$ cat config.mk
export PLATFORM = sky130hd
export DESIGN_NAME = rwc_fault_top
export DESIGN_NICKNAME = d
export VERILOG_FILES = /design/src/rtl/rwc_pkg.sv /design/src/rtl/rwc_cond_sel.sv /design/src/rtl/rwc_fault_top.sv
export VERILOG_INCLUDE_DIRS = /design/src /design/src/rtl
export SDC_FILE = /design/constraint.sdc
export NUM_CORES = 1
export LEC_CHECK = 0
export BUFFER_PORTS_ARGS = -buffer_cell sky130_fd_sc_hd__buf_2
export CAP_MARGIN = 0
export CORE_ASPECT_RATIO = 1.25
export CORE_MARGIN = 2
export CORE_UTILIZATION = 45
export CTS_CLUSTER_DIAMETER = 100
export DETAILED_ROUTE_END_ITERATION = 10
export GPL_ROUTABILITY_DRIVEN = 1
export HOLD_SLACK_MARGIN = 0.1
export PLACE_DENSITY = 0.72
export SYNTH_ARGS = -nofsm -noshare
export SYNTH_HDL_FRONTEND = slang
export SYNTH_HIERARCHICAL = 1
export SYNTH_SLANG_ARGS = --single-unit
$ cat constraint.sdc
create_clock -name clk_i -period 2.5 [get_ports clk_i]
set_input_delay 0.375 -clock clk_i [delete_from_list [all_inputs] [get_ports clk_i]]
set_output_delay 0.375 -clock clk_i [all_outputs]
set_load 0.02 [all_outputs]
$ cat src/rtl/rwc_consts.svh
// Register offsets, fields, reset values and fault reason codes
`ifndef RWC_CONSTS_SVH
`define RWC_CONSTS_SVH
`define RWC_OFS_CTRL 12'h000
`define RWC_OFS_STATUS 12'h004
`define RWC_OFS_MASK 12'h008
`define RWC_OFS_LAST 12'h00c
`define RWC_OFS_COUNT 12'h010
`define RWC_TTM_RST 2'b00
`define RWC_TTM_SCALABLE 2'b01
`define RWC_MASK_RST 7'h00
`define RWC_STATUS_RST 7'h00
`define RWC_COUNT_RST 16'h0000
`define RWC_NCOND 7
`define RWC_B_ROOT 0
`define RWC_B_NEXT 1
`define RWC_B_RSVD 2
`define RWC_B_NOPERM 3
`define RWC_B_SSAD 4
`define RWC_B_FSNOSNP 5
`define RWC_B_FSFAIL 6
`define RWC_CA_SET 7'b0010111
`define RWC_RSN_ROOT 8'h7b
`define RWC_RSN_NEXT 8'h78
`define RWC_RSN_RSVD 8'h7a
`define RWC_RSN_NOPERM 8'h79
`define RWC_RSN_SSAD 8'h7c
`define RWC_RSN_FSNOSNP 8'h90
`define RWC_RSN_FSFAIL 8'h91
`endif

$ cat src/rtl/rwc_pkg.sv
// Types shared by the walk fault classifier
package rwc_pkg;
   typedef enum logic [1:0] {
      RWC_REQ_UNTRANS,
      RWC_REQ_TRANSLATION,
      RWC_REQ_TRANSLATED,
      RWC_REQ_PAGE
   } rwc_req_t;
   typedef enum logic [1:0] {
      RWC_RESP_NONE,
      RWC_RESP_UR,
      RWC_RESP_CA,
      RWC_RESP_NOPERM
   } rwc_resp_t;
   typedef enum logic {
      RWC_IDLE,
      RWC_WALK
   } rwc_state_t;
endpackage

$ cat src/rtl/rwc_cond_sel.sv
// Condition detector and priority selector for one walk step
`timescale 1ns/1ps
`default_nettype none
`include "rwc_consts.svh"
module rwc_cond_sel (
   input wire logic scalable_i,
   input wire logic nosnoop_i,
   input wire logic ss_ad_en_i,
   input wire logic nested_i,
   input wire logic fs_ad_need_i,
   input wire logic fs_ad_fail_i,
   input wire logic ss_next_err_i,
   input wire logic ss_rw_zero_i,
   input wire logic ss_and_r_zero_i,
   input wire logic ss_and_w_zero_i,
   input wire logic ss_rsvd_nz_i,
   input wire logic ss_root_err_i,
   input wire logic ss_ad_zero_i,
   input wire rwc_pkg::rwc_req_t req_i,
   output logic [`RWC_NCOND-1:0] cond_o,
   output logic [7:0] reason_o,
   output rwc_pkg::rwc_resp_t resp_o,
   output logic nonrec_o
);
   import rwc_pkg::*;
   localparam logic [7:0] RSN [0:`RWC_NCOND-1] = '{`RWC_RSN_ROOT, `RWC_RSN_NEXT,
      `RWC_RSN_RSVD, `RWC_RSN_NOPERM, `RWC_RSN_SSAD, `RWC_RSN_FSNOSNP, `RWC_RSN_FSFAIL};
   logic [`RWC_NCOND-1:0] raw;
   always_comb
   begin
      raw = '0;
      raw[`RWC_B_ROOT] = scalable_i & ss_root_err_i;
      raw[`RWC_B_NEXT] = scalable_i & ss_next_err_i;
      raw[`RWC_B_RSVD] = scalable_i & ss_rsvd_nz_i & ~ss_rw_zero_i;
      raw[`RWC_B_NOPERM] = scalable_i & (ss_rw_zero_i | (ss_and_r_zero_i & ss_and_w_zero_i));
      raw[`RWC_B_SSAD] = scalable_i & nosnoop_i & ss_ad_en_i & ss_ad_zero_i;
      // Nested first-stage fetches report only second-stage conditions
      raw[`RWC_B_FSNOSNP] = ~nested_i & nosnoop_i & fs_ad_need_i;
      raw[`RWC_B_FSFAIL] = ~nested_i & fs_ad_fail_i;
   end
   // Lowest bit wins, so a step never reports two conditions
   always_comb
   begin
      cond_o = '0;
      reason_o = 8'h00;
      for (int i = `RWC_NCOND - 1; i >= 0; i--)
      begin
         if (raw[i])
         begin
            cond_o = '0;
            cond_o[i] = 1'b1;
            reason_o = RSN[i];
         end
      end
   end
   always_comb
   begin
      if (cond_o == '0)
         resp_o = RWC_RESP_NONE;
      else if (req_i == RWC_REQ_UNTRANS)
         resp_o = RWC_RESP_UR;
      else if ((cond_o & `RWC_CA_SET) != '0)
         resp_o = RWC_RESP_CA;
      else
         resp_o = RWC_RESP_NOPERM;
      nonrec_o = (req_i == RWC_REQ_TRANSLATION) & cond_o[`RWC_B_FSFAIL];
   end
endmodule
`default_nettype wire

$ cat src/rtl/rwc_fault_top.sv
// Walk fault classifier with APB registers and interrupt
`timescale 1ns/1ps
`default_nettype none
`include "rwc_consts.svh"
// Overview of operation
// - Non-snoop first-stage A/D update gives 90h
// - Failed first-stage flag update gives 91h, non-recoverable for translation requests
// - Scalable lower second-stage fetch error gives 78h
// - Second-stage entry without permission gives 79h
// - Second-stage reserved bits with permission give 7Ah
// - Second-stage root fetch error gives 7Bh
// - Non-snoop second-stage A/D bit clear gives 7Ch
// - Nested first-stage fetches report only second-stage faults; their first-stage conditions are dropped
module rwc_fault_top #(
   parameter logic WALK_COHERENT = 1'b0
) (
   input wire logic clk_i,
   input wire logic rst_b_i,
   input wire logic psel_i,
   input wire logic penable_i,
   input wire logic pwrite_i,
   input wire logic [11:0] paddr_i,
   input wire logic [31:0] pwdata_i,
   output logic [31:0] prdata_o,
   output logic pready_o,
   output logic pslverr_o,
   input wire logic walk_start_i,
   input wire rwc_pkg::rwc_req_t req_type_i,
   input wire logic walk_snoop_bit_i,
   input wire logic second_stage_ad_enable_i,
   input wire logic walk_step_i,
   input wire logic nested_fs_access_i,
   input wire logic fs_ad_need_i,
   input wire logic fs_ad_fail_i,
   input wire logic ss_next_fetch_err_i,
   input wire logic ss_entry_rw_zero_i,
   input wire logic ss_and_r_zero_i,
   input wire logic ss_and_w_zero_i,
   input wire logic ss_rsvd_nonzero_i,
   input wire logic ss_root_fetch_err_i,
   input wire logic ss_ad_bit_zero_i,
   input wire logic walk_done_i,
   output logic fault_valid_o,
   output logic [7:0] fault_reason_o,
   output rwc_pkg::rwc_resp_t fault_resp_o,
   output logic fault_nonrec_o,
   output logic irq_o
);
   import rwc_pkg::*;

   logic rst_meta_b, rst_n, ctx_snoop, ctx_second_stage_ad_enable, ctx_nosnoop, ctx_untr, step_ok, cur_hit;
   logic sel_nonrec, hold_hit, hold_nonrec, report, next_nonrec, apb_acc, apb_wr, rd_err;
   logic [1:0] translation_table_mode;
   logic [`RWC_NCOND-1:0] status, mask, sel_cond, hold_cond, next_cond, status_clr;
   logic [7:0] sel_reason, hold_reason, next_reason;
   logic [15:0] count;
   logic [31:0] rd_data;
   rwc_state_t state;
   rwc_req_t ctx_req, last_req;
   rwc_resp_t sel_resp, hold_resp, next_resp, exp_ca, exp_np;

   // Reset release is synchronised; assertion stays asynchronous
   always_ff @(posedge clk_i or negedge rst_b_i)
   begin
      if (!rst_b_i)
      begin
         rst_meta_b <= 1'b0;
         rst_n <= 1'b0;
      end
      else
      begin
         rst_meta_b <= 1'b1;
         rst_n <= rst_meta_b;
      end
   end

   // Walk context, latched once per walk
   always_ff @(posedge clk_i or negedge rst_n)
   begin
      if (!rst_n)
      begin
         state <= RWC_IDLE;
         ctx_req <= RWC_REQ_UNTRANS;
         ctx_snoop <= 1'b1;
         ctx_second_stage_ad_enable <= 1'b0;
      end
      else
      begin
         case (state)
            RWC_IDLE:
               // Translated and page requests never open a walk
               if (walk_start_i && (req_type_i == RWC_REQ_UNTRANS ||
                   req_type_i == RWC_REQ_TRANSLATION))
               begin
                  state <= RWC_WALK;
                  ctx_req <= req_type_i;
                  ctx_snoop <= walk_snoop_bit_i;
                  ctx_second_stage_ad_enable <= second_stage_ad_enable_i;
               end
            RWC_WALK:
               if (walk_done_i)
                  state <= RWC_IDLE;
            default:
               state <= RWC_IDLE;
         endcase
      end
   end

   assign ctx_nosnoop = ~WALK_COHERENT | ~ctx_snoop;
   assign ctx_untr = (ctx_req == RWC_REQ_UNTRANS);
   assign exp_ca = ctx_untr ? RWC_RESP_UR : RWC_RESP_CA;
   assign exp_np = ctx_untr ? RWC_RESP_UR : RWC_RESP_NOPERM;
   assign step_ok = (state == RWC_WALK) & walk_step_i;

   rwc_cond_sel u_sel (
      .scalable_i(translation_table_mode == `RWC_TTM_SCALABLE),
      .nosnoop_i(ctx_nosnoop),
      .ss_ad_en_i(ctx_second_stage_ad_enable),
      .nested_i(nested_fs_access_i),
      .fs_ad_need_i(fs_ad_need_i),
      .fs_ad_fail_i(fs_ad_fail_i),
      .ss_next_err_i(ss_next_fetch_err_i),
      .ss_rw_zero_i(ss_entry_rw_zero_i),
      .ss_and_r_zero_i(ss_and_r_zero_i),
      .ss_and_w_zero_i(ss_and_w_zero_i),
      .ss_rsvd_nz_i(ss_rsvd_nonzero_i),
      .ss_root_err_i(ss_root_fetch_err_i),
      .ss_ad_zero_i(ss_ad_bit_zero_i),
      .req_i(ctx_req),
      .cond_o(sel_cond),
      .reason_o(sel_reason),
      .resp_o(sel_resp),
      .nonrec_o(sel_nonrec)
   );

   assign cur_hit = step_ok & (sel_cond != '0);

   // First fault of the walk is kept; later ones are dropped
   always_ff @(posedge clk_i or negedge rst_n)
   begin
      if (!rst_n)
      begin
         hold_hit <= 1'b0;
         hold_cond <= '0;
         hold_reason <= 8'h00;
         hold_resp <= RWC_RESP_NONE;
         hold_nonrec <= 1'b0;
      end
      else if (state != RWC_WALK || walk_done_i)
         hold_hit <= 1'b0;
      else if (cur_hit && !hold_hit)
      begin
         hold_hit <= 1'b1;
         hold_cond <= sel_cond;
         hold_reason <= sel_reason;
         hold_resp <= sel_resp;
         hold_nonrec <= sel_nonrec;
      end
   end

   assign report = (state == RWC_WALK) & walk_done_i & (hold_hit | cur_hit);
   assign next_cond = hold_hit ? hold_cond : sel_cond;
   assign next_reason = hold_hit ? hold_reason : sel_reason;
   assign next_resp = hold_hit ? hold_resp : sel_resp;
   assign next_nonrec = hold_hit ? hold_nonrec : sel_nonrec;

   // Reason, response and nonrec outputs hold the last fault until the next one; fault_valid_o pulses
   always_ff @(posedge clk_i or negedge rst_n)
   begin
      if (!rst_n)
      begin
         fault_valid_o <= 1'b0;
         fault_reason_o <= 8'h00;
         fault_resp_o <= RWC_RESP_NONE;
         fault_nonrec_o <= 1'b0;
         last_req <= RWC_REQ_UNTRANS;
         count <= `RWC_COUNT_RST;
      end
      else
      begin
         fault_valid_o <= report;
         if (report)
         begin
            fault_reason_o <= next_reason;
            fault_resp_o <= next_resp;
            fault_nonrec_o <= next_nonrec;
            last_req <= ctx_req;
            count <= count + 16'h0001;
         end
      end
   end

   // APB: one wait state so read data comes from a flop
   assign apb_acc = psel_i & penable_i & pready_o;
   assign apb_wr = apb_acc & pwrite_i & ~rd_err;

   always_comb
   begin
      rd_data = 32'h0000_0000;
      rd_err = 1'b0;
      case (paddr_i)
         `RWC_OFS_CTRL: rd_data = {29'h0, WALK_COHERENT, translation_table_mode};
         `RWC_OFS_STATUS: rd_data = {25'h0, status};
         `RWC_OFS_MASK: rd_data = {25'h0, mask};
         `RWC_OFS_LAST: rd_data = {19'h0, last_req, fault_nonrec_o, fault_resp_o,
            fault_reason_o};
         `RWC_OFS_COUNT: rd_data = {16'h0, count};
         default: rd_err = 1'b1;
      endcase
   end

   always_ff @(posedge clk_i or negedge rst_n)
   begin
      if (!rst_n)
      begin
         pready_o <= 1'b0;
         prdata_o <= 32'h0000_0000;
         pslverr_o <= 1'b0;
      end
      else
      begin
         pready_o <= psel_i & penable_i & ~pready_o;
         prdata_o <= (psel_i && !pwrite_i) ? rd_data : 32'h0000_0000;
         pslverr_o <= psel_i & penable_i & ~pready_o & rd_err;
      end
   end

   always_ff @(posedge clk_i or negedge rst_n)
   begin
      if (!rst_n)
      begin
         translation_table_mode <= `RWC_TTM_RST;
         mask <= `RWC_MASK_RST;
      end
      else if (apb_wr)
      begin
         if (paddr_i == `RWC_OFS_CTRL)
            translation_table_mode <= pwdata_i[1:0];
         if (paddr_i == `RWC_OFS_MASK)
            mask <= pwdata_i[`RWC_NCOND-1:0];
      end
   end

   // Write one to clear; a new fault in the same cycle wins
   assign status_clr = (apb_wr && paddr_i == `RWC_OFS_STATUS) ?
      pwdata_i[`RWC_NCOND-1:0] : '0;

   always_ff @(posedge clk_i or negedge rst_n)
   begin
      if (!rst_n)
         status <= `RWC_STATUS_RST;
      else
         status <= (status & ~status_clr) | (report ? next_cond : '0);
   end

   always_ff @(posedge clk_i or negedge rst_n)
   begin
      if (!rst_n)
         irq_o <= 1'b0;
      else
         irq_o <= (status & mask) != '0;
   end

   property p_r01;
      @(posedge clk_i) disable iff (!rst_n)
      (fault_valid_o && fault_reason_o == `RWC_RSN_FSNOSNP) |->
         fault_resp_o == exp_np && $past(ctx_nosnoop);
   endproperty
   a_r01: assert property (p_r01) else $error("Bad 90h report");
   property p_r02;
      @(posedge clk_i) disable iff (!rst_n)
      (fault_valid_o && fault_reason_o == `RWC_RSN_FSFAIL) |->
         fault_resp_o == exp_np && fault_nonrec_o == !ctx_untr;
   endproperty
   a_r02: assert property (p_r02) else $error("Bad 91h report");
   property p_r03;
      @(posedge clk_i) disable iff (!rst_n)
      (fault_valid_o && fault_reason_o == `RWC_RSN_NEXT) |->
         fault_resp_o == exp_ca && $past(translation_table_mode) == `RWC_TTM_SCALABLE;
   endproperty
   a_r03: assert property (p_r03) else $error("Bad 78h report");
   property p_r04;
      @(posedge clk_i) disable iff (!rst_n)
      (step_ok && walk_done_i && !hold_hit && ss_entry_rw_zero_i && !ss_root_fetch_err_i
         && !ss_next_fetch_err_i && translation_table_mode == `RWC_TTM_SCALABLE) |=>
         fault_valid_o && fault_reason_o == `RWC_RSN_NOPERM && fault_resp_o == exp_np;
   endproperty
   a_r04: assert property (p_r04) else $error("Missing 79h report");

   property p_r05;
      @(posedge clk_i) disable iff (!rst_n)
      (fault_valid_o && fault_reason_o == `RWC_RSN_RSVD) |-> fault_resp_o == exp_ca;
   endproperty
   a_r05: assert property (p_r05) else $error("Bad 7Ah report");
   property p_r06;
      @(posedge clk_i) disable iff (!rst_n)
      (step_ok && walk_done_i && !hold_hit && ss_root_fetch_err_i &&
         translation_table_mode == `RWC_TTM_SCALABLE) |=>
         fault_valid_o && fault_reason_o == `RWC_RSN_ROOT && fault_resp_o == exp_ca;
   endproperty
   a_r06: assert property (p_r06) else $error("Missing 7Bh report");

   property p_r07;
      @(posedge clk_i) disable iff (!rst_n)
      (fault_valid_o && fault_reason_o == `RWC_RSN_SSAD) |->
         fault_resp_o == exp_ca && $past(ctx_nosnoop && ctx_second_stage_ad_enable);
   endproperty
   a_r07: assert property (p_r07) else $error("Bad 7Ch report");

   property p_r08;
      @(posedge clk_i) disable iff (!rst_n)
      (step_ok && walk_done_i && nested_fs_access_i && !hold_hit &&
         sel_cond[`RWC_NCOND-3:0] == '0) |=> !fault_valid_o;
   endproperty
   a_r08: assert property (p_r08) else $error("Nested step gave first-stage code");
   property p_r09;
      @(posedge clk_i) disable iff (!rst_n)
      (report && hold_hit) |=> fault_reason_o == $past(hold_reason);
   endproperty
   a_r09: assert property (p_r09) else $error("Later fault replaced first");

   property p_r09b;
      @(posedge clk_i) disable iff (!rst_n)
      (state == RWC_IDLE && (req_type_i == RWC_REQ_TRANSLATED ||
         req_type_i == RWC_REQ_PAGE)) |=> state == RWC_IDLE ##1 !fault_valid_o;
   endproperty
   a_r09b: assert property (p_r09b) else $error("Unchecked request walked");

   c_report: cover property (@(posedge clk_i) disable iff (!rst_n) fault_valid_o);
   c_ca: cover property (@(posedge clk_i) disable iff (!rst_n)
      fault_valid_o && fault_resp_o == RWC_RESP_CA);
   c_irq: cover property (@(posedge clk_i) disable iff (!rst_n) $rose(irq_o));
   c_nonrec: cover property (@(posedge clk_i) disable iff (!rst_n)
      fault_valid_o && fault_nonrec_o);
endmodule
`default_nettype wire

# Yosys cells after proc, flatten, opt, wreduce, memory -nomap -nowiden
# Index checks and enable logic that the tools add are counted.
# Widths: inputs -> output; s select.
# op_classes
n_mux	31
eq_ne	7
add_sub_neg	1
n_reduce_logical	21
bitwise_logic	32
# op_table
operator	count
$pmux 16 s5	1
$mux 7	10
$mux 8	8
$mux 32	1
$eq 12x4->1 const B	2
$and 1x1->1	21
$reduce_bool 7->1	3
$add 16x1->16 const B	1
$and 7x7->7	2
$eq 12x3->1 const B	1
$eq 12x5->1 const B	1
$logic_not 12->1	1
$reduce_and 2->1	4
$logic_not 7->1	1
$mux 1	7
$not 7->7	1
$or 7x7->7	1
$eq 2x1->1 const B	3
$mux 2	3
$not 1->1	5
$reduce_or 5->1	1
$logic_and 1x1->1	4
$logic_not 2->1	2
$logic_not 1->1	2
other kinds (4)	6
# totals
inputBits	66
wordCells	115
reg_bits	106
out_inout_bits	47

# Logic depth before layout (Yosys ltp)
# Gate-level depths: netlist (run 1).
# logic_depth
word_depth	15
depth_mapped	11
mapped_depth_nobuf	8

# By module
# The synthesis (run 1) kept the hierarchy.
# modules_own_cells
module	cells_each	seq_area_each_um2	n_inst	area_each_um2
rwc_fault_top	337	2252.2	1	4077.7
rwc_cond_sel	39	0.0	1	277.8

# Worst setup path after synthesis (run 1)
# No wires, ideal clock.
# synth_timing
path_kind	register to register
from	reg translation_table_mode[0]
to	reg hold_cond[0]
t_required_ps	2375
stages_incl_launch_ff	12
arrival_time_ps	2730
period_less_slack_ps	2855
setup_slack_ps	-355
n_path_buf	3
setup_ps	125
path_cell_list	dfrtp_1 > nor2b_1 > buf_4 > and4_1 > nand3b_4 > nor3_1 > nor3_1 > a21bo_2 > or3_1 > clkbuf_1 > buf_1 > mux2_2
# synth_between
elab_chain_cells	12
word_cells_on_any_way	17
classes_between	1 x eq/ne; 5 x mux; 8 x bitwise; 3 x reduce/logical
# synth_lines
item	line	rtl
start: declaration	rwc_fault_top.sv:53	logic [1:0] translation_table_mode;
start signal: assignment	rwc_fault_top.sv:232	translation_table_mode <= `RWC_TTM_RST;
start signal: assignment	rwc_fault_top.sv:238	translation_table_mode <= pwdata_i[1:0];
$eq 2x1->1 (no line) (*)	n/a	
$and 1x1->1 (2 in a row)	rwc_cond_sel.sv:36	raw[`RWC_B_SSAD] = scalable_i & nosnoop_i & ss_ad_en_i & ss_ad_zero_i;
$mux 7 (4 in a row)	rwc_cond_sel.sv:48	if (raw[i])
$mux 7 (*)	rwc_cond_sel.sv:48	
named net sel_cond[5]	rwc_fault_top.sv:54	logic [`RWC_NCOND-1:0] status, mask, sel_cond, hold_cond, next_cond, status_clr;
$reduce_bool 7->1 (*)	rwc_fault_top.sv:136	assign cur_hit = step_ok & (sel_cond != '0);
$and 1x1->1 (*)	rwc_fault_top.sv:136	
$logic_and 1x1->1 (*)	rwc_fault_top.sv:151	else if (cur_hit && !hold_hit)
$reduce_and 2->1 (no line) (*)	n/a	
end signal: assignment	rwc_fault_top.sv:154	hold_cond <= sel_cond;
end: declaration	rwc_fault_top.sv:54	
# The timed path passes the listed nets; every way through them passes the cells marked *.
# A chain may end at the register's enable or synchronous reset.

# Final worst setup path (run 1)
# Ends and elaborated chain as after synthesis.

==> flow_metrics.tcl, run 1 <==
set metrics [dict create \
    rsz0062_at_grt "no" \
    ys_types 52 \
    synth_area_um2 4360 \
    clk_pin_slew_ps 70 \
    cap_violations 0 \
    vias_per_cell 5.39 \
    irDropWorstVdd_mv 0.394 \
    cts-root-buf "clkbuf_16" \
    pwr-share-seq 0.477 \
    path_class "reg2reg" \
    synth_most_common_cell "dfrtp_1" \
    ys_async_sr_fraction 1.00 \
    die-area_um2 10500 \
    ioPinCount 113 \
    firstDrtPassIters 4 \
    r2r_cells 10 \
    area_growth_pct 23.1 \
    post-route-min-period_ps 2420 \
    wl_per_cell_um 16.1 \
    drive_gt1_frac 0.353 \
    cp-start-kind "flip-flop" \
    cp.arrival_ps 2650 \
    drtIter0Drc 189 \
    cpPeakStageDelay_ps 380 \
    fp.dieW_um 92.0 \
    power.switching_w 0.00102 \
    fp.coreArea_um2 9510 \
    synth.ff_latch_count 90 \
    drv_slew 0 \
    finalSetupViolations 0 \
    clk_latency_ps 350 \
    initial_core_util 0.458 \
    die_y_um 114 \
    clockBufferDepth 2 \
    p_leak_nw 2.54 \
    p_per_area_nw_per_um2 680 \
    route.antenna.remaining_nets 0 \
    required_ps 2730 \
    min_period_over_period 0.969 \
    grt_pass1_vias 3141 \
    gp_congestion 0.829 \
    yosysSeqAreaShare 0.517 \
    avgSynthCellArea_um2 11.6 \
    hp-class "in2reg" \
    synth_edf_count 0 \
    r2r_end "hold_cond[0]" \
    power.total_w 0.00365 \
    numCtsBuffers 9 \
    nNetsFinal 532 \
    combPwrFrac 0.149 \
    row_count 40 \
    overflow 0 \
    min_path_cells 2 \
    tightest_slew_ps 655 \
    status "finished clean" \
    design_area_um2 5360 \
    finalHoldViolCount 0 \
    grt_max_degree 45 \
    clkPwrFrac 0.374 \
    yosys.area.top_type_share 0.517 \
    dpl_cell_area_um2 4960 \
    critical-path-slowest-cell "dfrtp_1" \
    hold_start "req_type_i[0]" \
    gr-usage-all-layers 0.192 \
    cts_tree "done" \
    cts.sink_count 90 \
    dp_hpwl_um 6920 \
    end_kind "flip-flop" \
    synthTopCellsByArea "dfrtp_1 52%, mux2_2 10%, mux2i_1 4.1%" \
    swShare 0.279 \
    p_int_w 0.00263 \
    routed_wl_um 9580 \
    reg2reg_slack_ps 80 \
    antenna_found_initial 0 \
    r2r-start "translation_table_mode[0]" \
    slew_headroom 0.562 \
    path_cells "nor2b_4, buf_12, and4_4, nand3b_4, nor2_4, nor4_4, a21bo_2, or3_4, clkbuf_16, mux2_2" \
    port_buffers 70 \
    fin_skew_ps 8.27 \
    synth.largest_area_cell "dfrtp_1" \
    crit_fanout 9 \
    synth_cells 376 \
    ys.flop_type "dfrtp_1" \
    synth_common_cells "90 x dfrtp_1, 39 x mux2_2, 32 x nor2_1" \
    synth_warnings 6 \
    worstHoldEndpoint "ctx_req[0]" \
    vias 3214 \
    antennaDiodeCount 0 \
    grt_pass1_wl_um 15700 \
    cts_htree_levels 3 \
    num-fill-cells 817 \
    max_freq_ghz 0.413 \
    drc_errors 0 \
]
power groups by stage:
| stage | logic (W) | clock network [W] | registers [W] |
|---|---|---|---|
| after floorplan | 0.000285 | 0 | 0.00181 |
| after global placement | 0.000523 | 0 | 0.00176 |
| after detailed placement | 0.000538 | 0 | 0.00177 |
| after CTS | 0.000543 | 0.00138 | 0.00174 |
| after global routing | 0.000593 | 0.00146 | 0.00176 |
| final | 0.000542 | 0.00136 | 0.00174 |
how the worst max path moves through the flow:
stage,start,endpoint,slack (ps)
after CTS,translation_table_mode[1],hold_reason[2],2
after global placement,translation_table_mode[1],hold_reason[7],-180
final,translation_table_mode[0],hold_cond[0],80
after floorplan,translation_table_mode[0],hold_cond[0],10
after global routing,translation_table_mode[1],hold_reason[4],3
after detailed placement,translation_table_mode[1],hold_resp[1],-260
flip-flops by register name, summed over array words and instances, names as in the netlist:
| name | flops |
|---|---|
| count | 16 |
| pready_o | 1 |
| translation_table_mode | 2 |
| last_req | 2 |
| state | 1 |
| ctx_second_stage_ad_enable | 1 |
| fault_resp_o | 2 |
| hold_reason | 8 |
| irq_o | 1 |
| hold_hit | 1 |
| fault_reason_o | 8 |
| rst_n | 1 |
| hold_cond | 7 |
| rst_meta_b | 1 |
| hold_resp | 2 |
| fault_nonrec_o | 1 |
| status | 7 |
| pslverr_o | 1 |
| prdata_o | 16 |
| ctx_req | 2 |
| fault_valid_o | 1 |
| hold_nonrec | 1 |
| mask | 7 |
logic make-up after synthesis:
family,Yosys count,share of synthesized area
buf+inv,39,0.0511
compound gates,60,0.103
xor+xnor,15,0.0302
simple gates,112,0.152
fa+ha+maj,1,0.00287
other cells,2,0.00172
mux,57,0.142
flops,90,0.517
routing by layer:
layer / track usage / wire length, µm / up-vias
li1: - / - / 1516
met1: 0.246 / 4080 / 1578
met2: 0.316 / 4800 / 105
met3: 0.0443 / 512 / 15
met4: 0.0796 / 190 / 0
met5: 0 / 0 / -
cell type report:
class                           instances  area (µm²)  area share
Timing Repair Buffer                   96         616       0.115
Clock buffer                           12         246      0.0460
Inverter                                3        11.3     0.00210
Tap cell                              126         158      0.0294
Sequential cell                        90        2260       0.421
Clock inverter                          4        52.6     0.00980
Multi-Input combinational cell        265        2020       0.377
layout by cell type, fill, tap and decap left out, types with 2 or more instances in the layout:
master	n
a21o_1	2
a21oi_1	17
a221o_1	7
a22oi_1	13
a2bb2oi_1	4
and2_1	4
and3_1	8
and4_1	3
buf_12	4
buf_2	70
buf_4	20
clkbuf_1	2
clkbuf_16	10
clkinv_4	2
conb_1	20
dfrtp_1	89
inv_1	3
mux2_2	39
mux2i_1	18
nand2_1	6
nand2b_1	3
nand3_1	8
nand4_1	9
nor2_1	30
nor2_4	2
nor2b_1	11
nor3_1	4
nor3b_1	2
nor4_1	2
o21ai_0	2
o22a_1	6
or4_1	2
or4_4	2
xnor2_1	14
repair_timing:
item / CTS / global route
hold endpoints to repair: 2 / 0
pin swaps: 1 / 2
buffers inserted: 0 / 3
cloned: 0 / 1
resized for setup: 4 / 6
hold buffers: 1 / 0
endpoints found under the setup margin: 25 / 23
through the flow:
stage          TNS (ps)   util  std cells  worst slack [ps]  hold slack (ps)
6_report              0  0.564        596              78.1              255
5_1_grt               0  0.564        596              3.11              248
4_1_cts               0  0.556        592              1.52              251
3_5_place_dp      -5280  0.521        575              -255              162
3_3_place_gp      -3720  0.521        575              -179              160
2_1_floorplan         0      -        394              10.4             79.4
worst max-delay path: cells and delay by family (launching register included):
family / cells / cell delay [ps]
muxes: 1 / 260
buffers and inverters: 2 / 320
and+or+nand+nor: 6 / 1100
AOI/OAI and AO/OA: 1 / 240
DFF: 1 / 380
Note: power is estimated with default switching activity, not from simulation.
==> inputs of run 2 (changes only) <==
- ABC_AREA: default -> 1
- PLACE_DENSITY: 0.72 -> 0.69
- clock period: 2.5 -> 2.4 ns (I/O delays scaled with it)
==> flow_metrics.tcl, run 2 <==
set metrics [dict create \
    critical-path-slowest-cell "dfrtp_1" \
    clk_latency_ps 340 \
    finalSetupViolations 0 \
    r2r_end "fault_reason_o[0]" \
    grt_pass1_wl_um 17600 \
    crit_buf_inv 4 \
    final.setup.worst_slack_ps 192 \
    synthTopCellsByArea "dfrtp_1 47%, nand2_1 15%, nand3_1 5.9%" \
    place_ws_ps -39.1 \
    yosysSeqAreaShare 0.468 \
    r2r-start "translation_table_mode[0]" \
    cts_htree_levels 3 \
    initial_core_util 0.458 \
    synth_edf_count 0 \
    yosys.area.top_type_share 0.468 \
    dpl_cell_area_um2 5240 \
    drv_slew 0 \
    hold_ws_ps 217 \
    die_y_um 120 \
    drive_gt1_frac 0.186 \
    fin_skew_ps 8.26 \
    regArea_um2 2260 \
    irDropWorstVdd_mv 0.367 \
    slew_headroom 0.624 \
    reg2reg_slack_ps 190 \
    reg_top3 "count x16, prdata_o x16" \
    cpLargestDelayFamily "simple AND/OR/NAND/NOR gates" \
    overflow 0 \
    p_leak_nw 2.90 \
    min_period_over_period 0.920 \
    required_ps 2620 \
    drtIter0Drc 253 \
    ys_types 30 \
    antennaDiodeCount 0 \
    clockBufferDepth 2 \
    grt_pass1_vias 3793 \
    synth.ff_latch_count 90 \
    numCtsBuffers 9 \
    gp_congestion 0.842 \
    layout_commonest_cell "nand2_1" \
    worstSetupStartpoint "translation_table_mode[0]" \
    multiInputGateArea_um2 2100 \
    cts_tree "done" \
    max_freq_ghz 0.453 \
    fp.dieW_um 96.5 \
    wl_per_cell_um 12.8 \
    synth_most_common_cell "nand2_1" \
    post-cts-setup-buffers 0 \
    ioPinCount 113 \
    cp.depth 15 \
    cp.arrival_ps 2420 \
    die-area_um2 11500 \
    cts.sink_count 90 \
    fp.coreArea_um2 10500 \
    ys_async_sr_fraction 1.00 \
    design_area_um2 5580 \
    row_count 42 \
    path_class "reg2reg" \
    area_growth_pct 16.0 \
    tightest_slew_ps 565 \
    synth.largest_area_cell "dfrtp_1" \
    finalHoldViolCount 0 \
    cts-root-buf "clkbuf_16" \
    cp-start-kind "flip-flop" \
    crit_fanout 16 \
    status "finished clean" \
    post-route-min-period_ps 2210 \
    synth_cells 634 \
    grt_max_degree 49 \
    firstDrtPassIters 4 \
    port_buffers 70 \
    routed_wl_um 10800 \
    route.antenna.remaining_nets 0 \
    p_per_area_nw_per_um2 678 \
    clk_pin_slew_ps 60 \
    avgSynthCellArea_um2 7.59 \
    antenna_found_initial 0 \
    layout_common_cells "187 x nand2_1, 89 x dfrtp_1, 71 x inv_1" \
    dp_hpwl_um 7890 \
    r2r_cells 15 \
    cap_violations 0 \
    synth_area_um2 4810 \
    synth_warnings 6 \
    crit_path_end "fault_reason_o[0]" \
    num-fill-cells 1044 \
    nNetsFinal 771 \
    ys.flop_type "dfrtp_1" \
    gr-usage-all-layers 0.197 \
    drc_errors 0 \
    vias_per_cell 4.90 \
    end_kind "flip-flop" \
    cpPeakStageDelay_ps 390 \
    path_cells "inv_1, nor2_4, nand2_1, nand3_2, nor2_2, inv_1, nor2_1, inv_1, nand3_1, o21ai_1, nand2_1, nand2_4, clkbuf_16, nand2_1, o21ai_0" \
    hp-class "in2reg" \
    synth_common_cells "187 x nand2_1, 90 x dfrtp_1, 71 x inv_1" \
    final_util 0.531 \
    vias 4118 \
]
run 2: stage by stage:
stage | TNS [ps] | instances | power, W
6_report | 0 | 841 | 0.00379
3_5_place_dp | -552 | 823 | 0.00246
5_1_grt | -44.2 | 841 | 0.00398
4_1_cts | 0 | 840 | 0.00383
2_1_floorplan | 0 | 651 | 0.00224
3_3_place_gp | 0 | 823 | 0.00243
run 2: logic make-up after synthesis:
| kind of cell | synth area share |
|---|---|
| XOR/XNOR | 0.0200 |
| adder cells (fa/ha/maj) | 0.00260 |
| other | 0.00156 |
| buffers and inverters | 0.111 |
| flip-flops | 0.468 |
| AO/OA/AOI/OAI | 0.0803 |
| AND/OR/NAND/NOR | 0.316 |
run 2: timing repair:
item,CTS,global route
gates resized for setup,1,5
cloned,0,1
endpoints found under the hold margin,2,0
endpoints found under the setup margin,26,37
hold buffers,1,0
run 2: where the power goes:
group	internal [W]	total [W]	switching [W]
clock network	0.000787	0.00136	0.000571
registers	0.00170	0.00187	0.000168
logic	0.000202	0.000559	0.000357
total	0.00269	0.00379	0.00110
run 2: cell type report:
cell class                 instances  area share
clock inverter                     3     0.00403
tap                              132      0.0296
sequential                        90       0.404
clock buffer                      13      0.0484
multi-input combinational        448       0.377
inverter                          76      0.0515
timing repair buffer              79      0.0858
run 2: worst min-delay path by stage:
stage / startpoint / to / slack [ps] / cells past startpoint
3_5_place_dp: rst_b_i / rst_meta_b / 150 / 1
6_report: second_stage_ad_enable_i / ctx_second_stage_ad_enable / 220 / 3
2_1_floorplan: rst_b_i / rst_meta_b / 60 / 0
3_3_place_gp: rst_b_i / rst_meta_b / 150 / 1
4_1_cts: second_stage_ad_enable_i / ctx_second_stage_ad_enable / 210 / 3
5_1_grt: second_stage_ad_enable_i / ctx_second_stage_ad_enable / 220 / 3
run 2: layer usage:
layer  global-route usage  up-vias  routed length, µm
li1                     -     2095                  -
met1                0.265     1886               4710
met2                0.309      115               5260
met3               0.0402       22                550
met4               0.0775        0                225
met5                    0        -                  0
run 2: tightest hold or removal path, cell delays in order:
cell and delay [ps]:
buf_2 80, nand2_1 40, nand2_1 40
==> inputs of run 3 (changes only) <==
- ABC_AREA: 1 -> default
- CORE_UTILIZATION: 45 -> 37
- PLACE_DENSITY: 0.69 -> default
==> flow_metrics.tcl, run 3 (same netlist as run 1, synthesis figures left out) <==
set metrics [dict create \
    status "finished clean" \
    final.setup.worst_slack_ps 7.59 \
    slew_headroom 0.572 \
    clk_pin_slew_ps 70 \
    top_layer "met4" \
    critical-path-slowest-cell "dfrtp_1" \
    path_common_cell "buf_4" \
    cts_htree_levels 3 \
    pwr-share-seq 0.471 \
    vias 3332 \
    place_ws_ps -203 \
    fp.dieW_um 101 \
    crit_buf_inv 3 \
    swShare 0.290 \
    nNetsFinal 558 \
    num-fill-cells 1047 \
    fp.coreArea_um2 11600 \
    die_y_um 125 \
    cpPeakStageDelay_ps 380 \
    placed_cells_incl_taps 603 \
    drc_errors 0 \
    cts_tree "done" \
    antennaDiodeCount 0 \
    clkPwrFrac 0.375 \
    grt_max_degree 36 \
    r2r_end "count[1]" \
    min_period_over_period 0.997 \
    cts.sink_count 90 \
    final_cell_count_no_fill 634 \
    dp_hpwl_um 7470 \
    design_area_um2 5620 \
    overflow 0 \
    p_int_w 0.00272 \
    gr-usage-all-layers 0.177 \
    firstDrtPassIters 4 \
    initial_core_util 0.377 \
    finalSetupViolations 0 \
    wl_met2_um 5420 \
    layout_commonest_cell "dfrtp_1" \
    required_ps 2640 \
    grt_pass1_wl_um 17000 \
    path_class "reg2reg" \
    layout_common_cells "89 x dfrtp_1, 70 x buf_2, 43 x buf_4" \
    end_kind "flip-flop" \
    antenna_found_initial 0 \
    rsz0062_at_grt "yes" \
    route.antenna.remaining_nets 0 \
    numCtsBuffers 9 \
    dr_wl_met3_um 458 \
    tightest_slew_ps 640 \
    crit_path_end "count[1]" \
    gp_congestion 0.816 \
    clockBufferDepth 2 \
    irDropWorstVdd_mv 0.302 \
    wl_met1_um 4400 \
    cpLargestDelayFamily "simple AND/OR/NAND/NOR gates" \
    row_count 44 \
    area_growth_pct 29.0 \
    cp.arrival_ps 2630 \
    combPwrFrac 0.153 \
    p_leak_nw 2.70 \
    routed_wl_um 10500 \
    crit_fanout 7 \
    die-area_um2 12700 \
    r2r_cells 10 \
    regArea_um2 2260 \
    power.switching_w 0.00111 \
    dpl_cell_area_um2 5090 \
    hp-class "in2reg" \
    ioPinCount 113 \
    grt_pass1_vias 3313 \
    fin_skew_ps 10.6 \
    reg_top3 "count x16, prdata_o x16" \
    port_buffers 70 \
    multiInputGateArea_um2 2070 \
    drv_slew 0 \
    cts-root-buf "clkbuf_16" \
    post-route-min-period_ps 2390 \
    cp.depth 10 \
    vias_per_cell 5.26 \
    max_freq_ghz 0.418 \
    drive_gt1_frac 0.399 \
    path_cells "nor2b_4, and4_4, nand3b_4, nor3_4, buf_4, nor4_4, buf_4, a21oi_4, buf_4, mux2_2" \
    finalHoldViolCount 0 \
    r2r-start "translation_table_mode[0]" \
    reg2reg_slack_ps 8 \
    worstSetupStartpoint "translation_table_mode[0]" \
    clk_latency_ps 360 \
    final_util 0.486 \
    cp-start-kind "flip-flop" \
    cap_violations 0 \
    drtIter0Drc 165 \
    p_per_area_nw_per_um2 682 \
    wl_per_cell_um 16.5 \
]
run 3: changes by cell type in the layout (fill, tap and decap cells not counted), sizes merged, moves of 13 or more:
cell   previous run  this run
o21ai            70         3
a22oi             0        13
nor2             74        32
a21oi             3        19
inv              75         6
buf              77       120
mux2i             0        18
nand3            60         8
mux2              0        39
nand2           193         6
run 3: how the worst min path moves through the flow:
| stage | start | to | slack, ps | cells past startpoint |
|---|---|---|---|---|
| floorplan | rst_b_i | rst_meta_b | 60 | 0 |
| global placement | rst_b_i | rst_meta_b | 150 | 1 |
| detailed placement | rst_b_i | rst_meta_b | 150 | 1 |
| CTS | req_type_i[0] | ctx_req[0] | 220 | 2 |
| global route | second_stage_ad_enable_i | ctx_second_stage_ad_enable | 230 | 2 |
| finish | req_type_i[0] | ctx_req[0] | 240 | 2 |
run 3: stage by stage:
stage          hold slack, ps  setup TNS (ps)  total power [W]
6_report                  236               0          0.00384
5_1_grt                   228            -935          0.00401
4_1_cts                   225            -143          0.00388
3_5_place_dp              148           -4050          0.00242
3_3_place_gp              147           -3730          0.00240
2_1_floorplan            64.4               0          0.00218
run 3: layer usage:
layer	vias to the layer above	global-route usage
li1	1574	-
met1	1641	0.227
met2	98	0.292
met3	19	0.0408
met4	0	0.0628
met5	-	0
run 3: power by group through the flow:
stage,logic (W),registers [W],clock network (W)
2_1_floorplan,0.000297,0.00189,0
3_3_place_gp,0.000563,0.00183,0
3_5_place_dp,0.000578,0.00184,0
4_1_cts,0.000593,0.00181,0.00147
5_1_grt,0.000647,0.00183,0.00153
6_report,0.000588,0.00181,0.00144
run 3: final cells by class:
| class | instances | share of cell area |
|---|---|---|
| flip-flops and latches | 90 | 0.401 |
| multi-input cells | 266 | 0.368 |
| repair buffers | 121 | 0.144 |
| clock buffers | 9 | 0.0401 |
| well taps | 138 | 0.0307 |
| clock inverters | 7 | 0.0131 |
| inverters | 3 | 0.00200 |
run 3: repair_timing:
action	CTS	global route
hold buffers	1	0
setup endpoints to repair	26	48
gates cloned	3	0
pin swaps	8	4
setup buffers	9	4
hold endpoints to repair	2	0
resized for setup	15	6
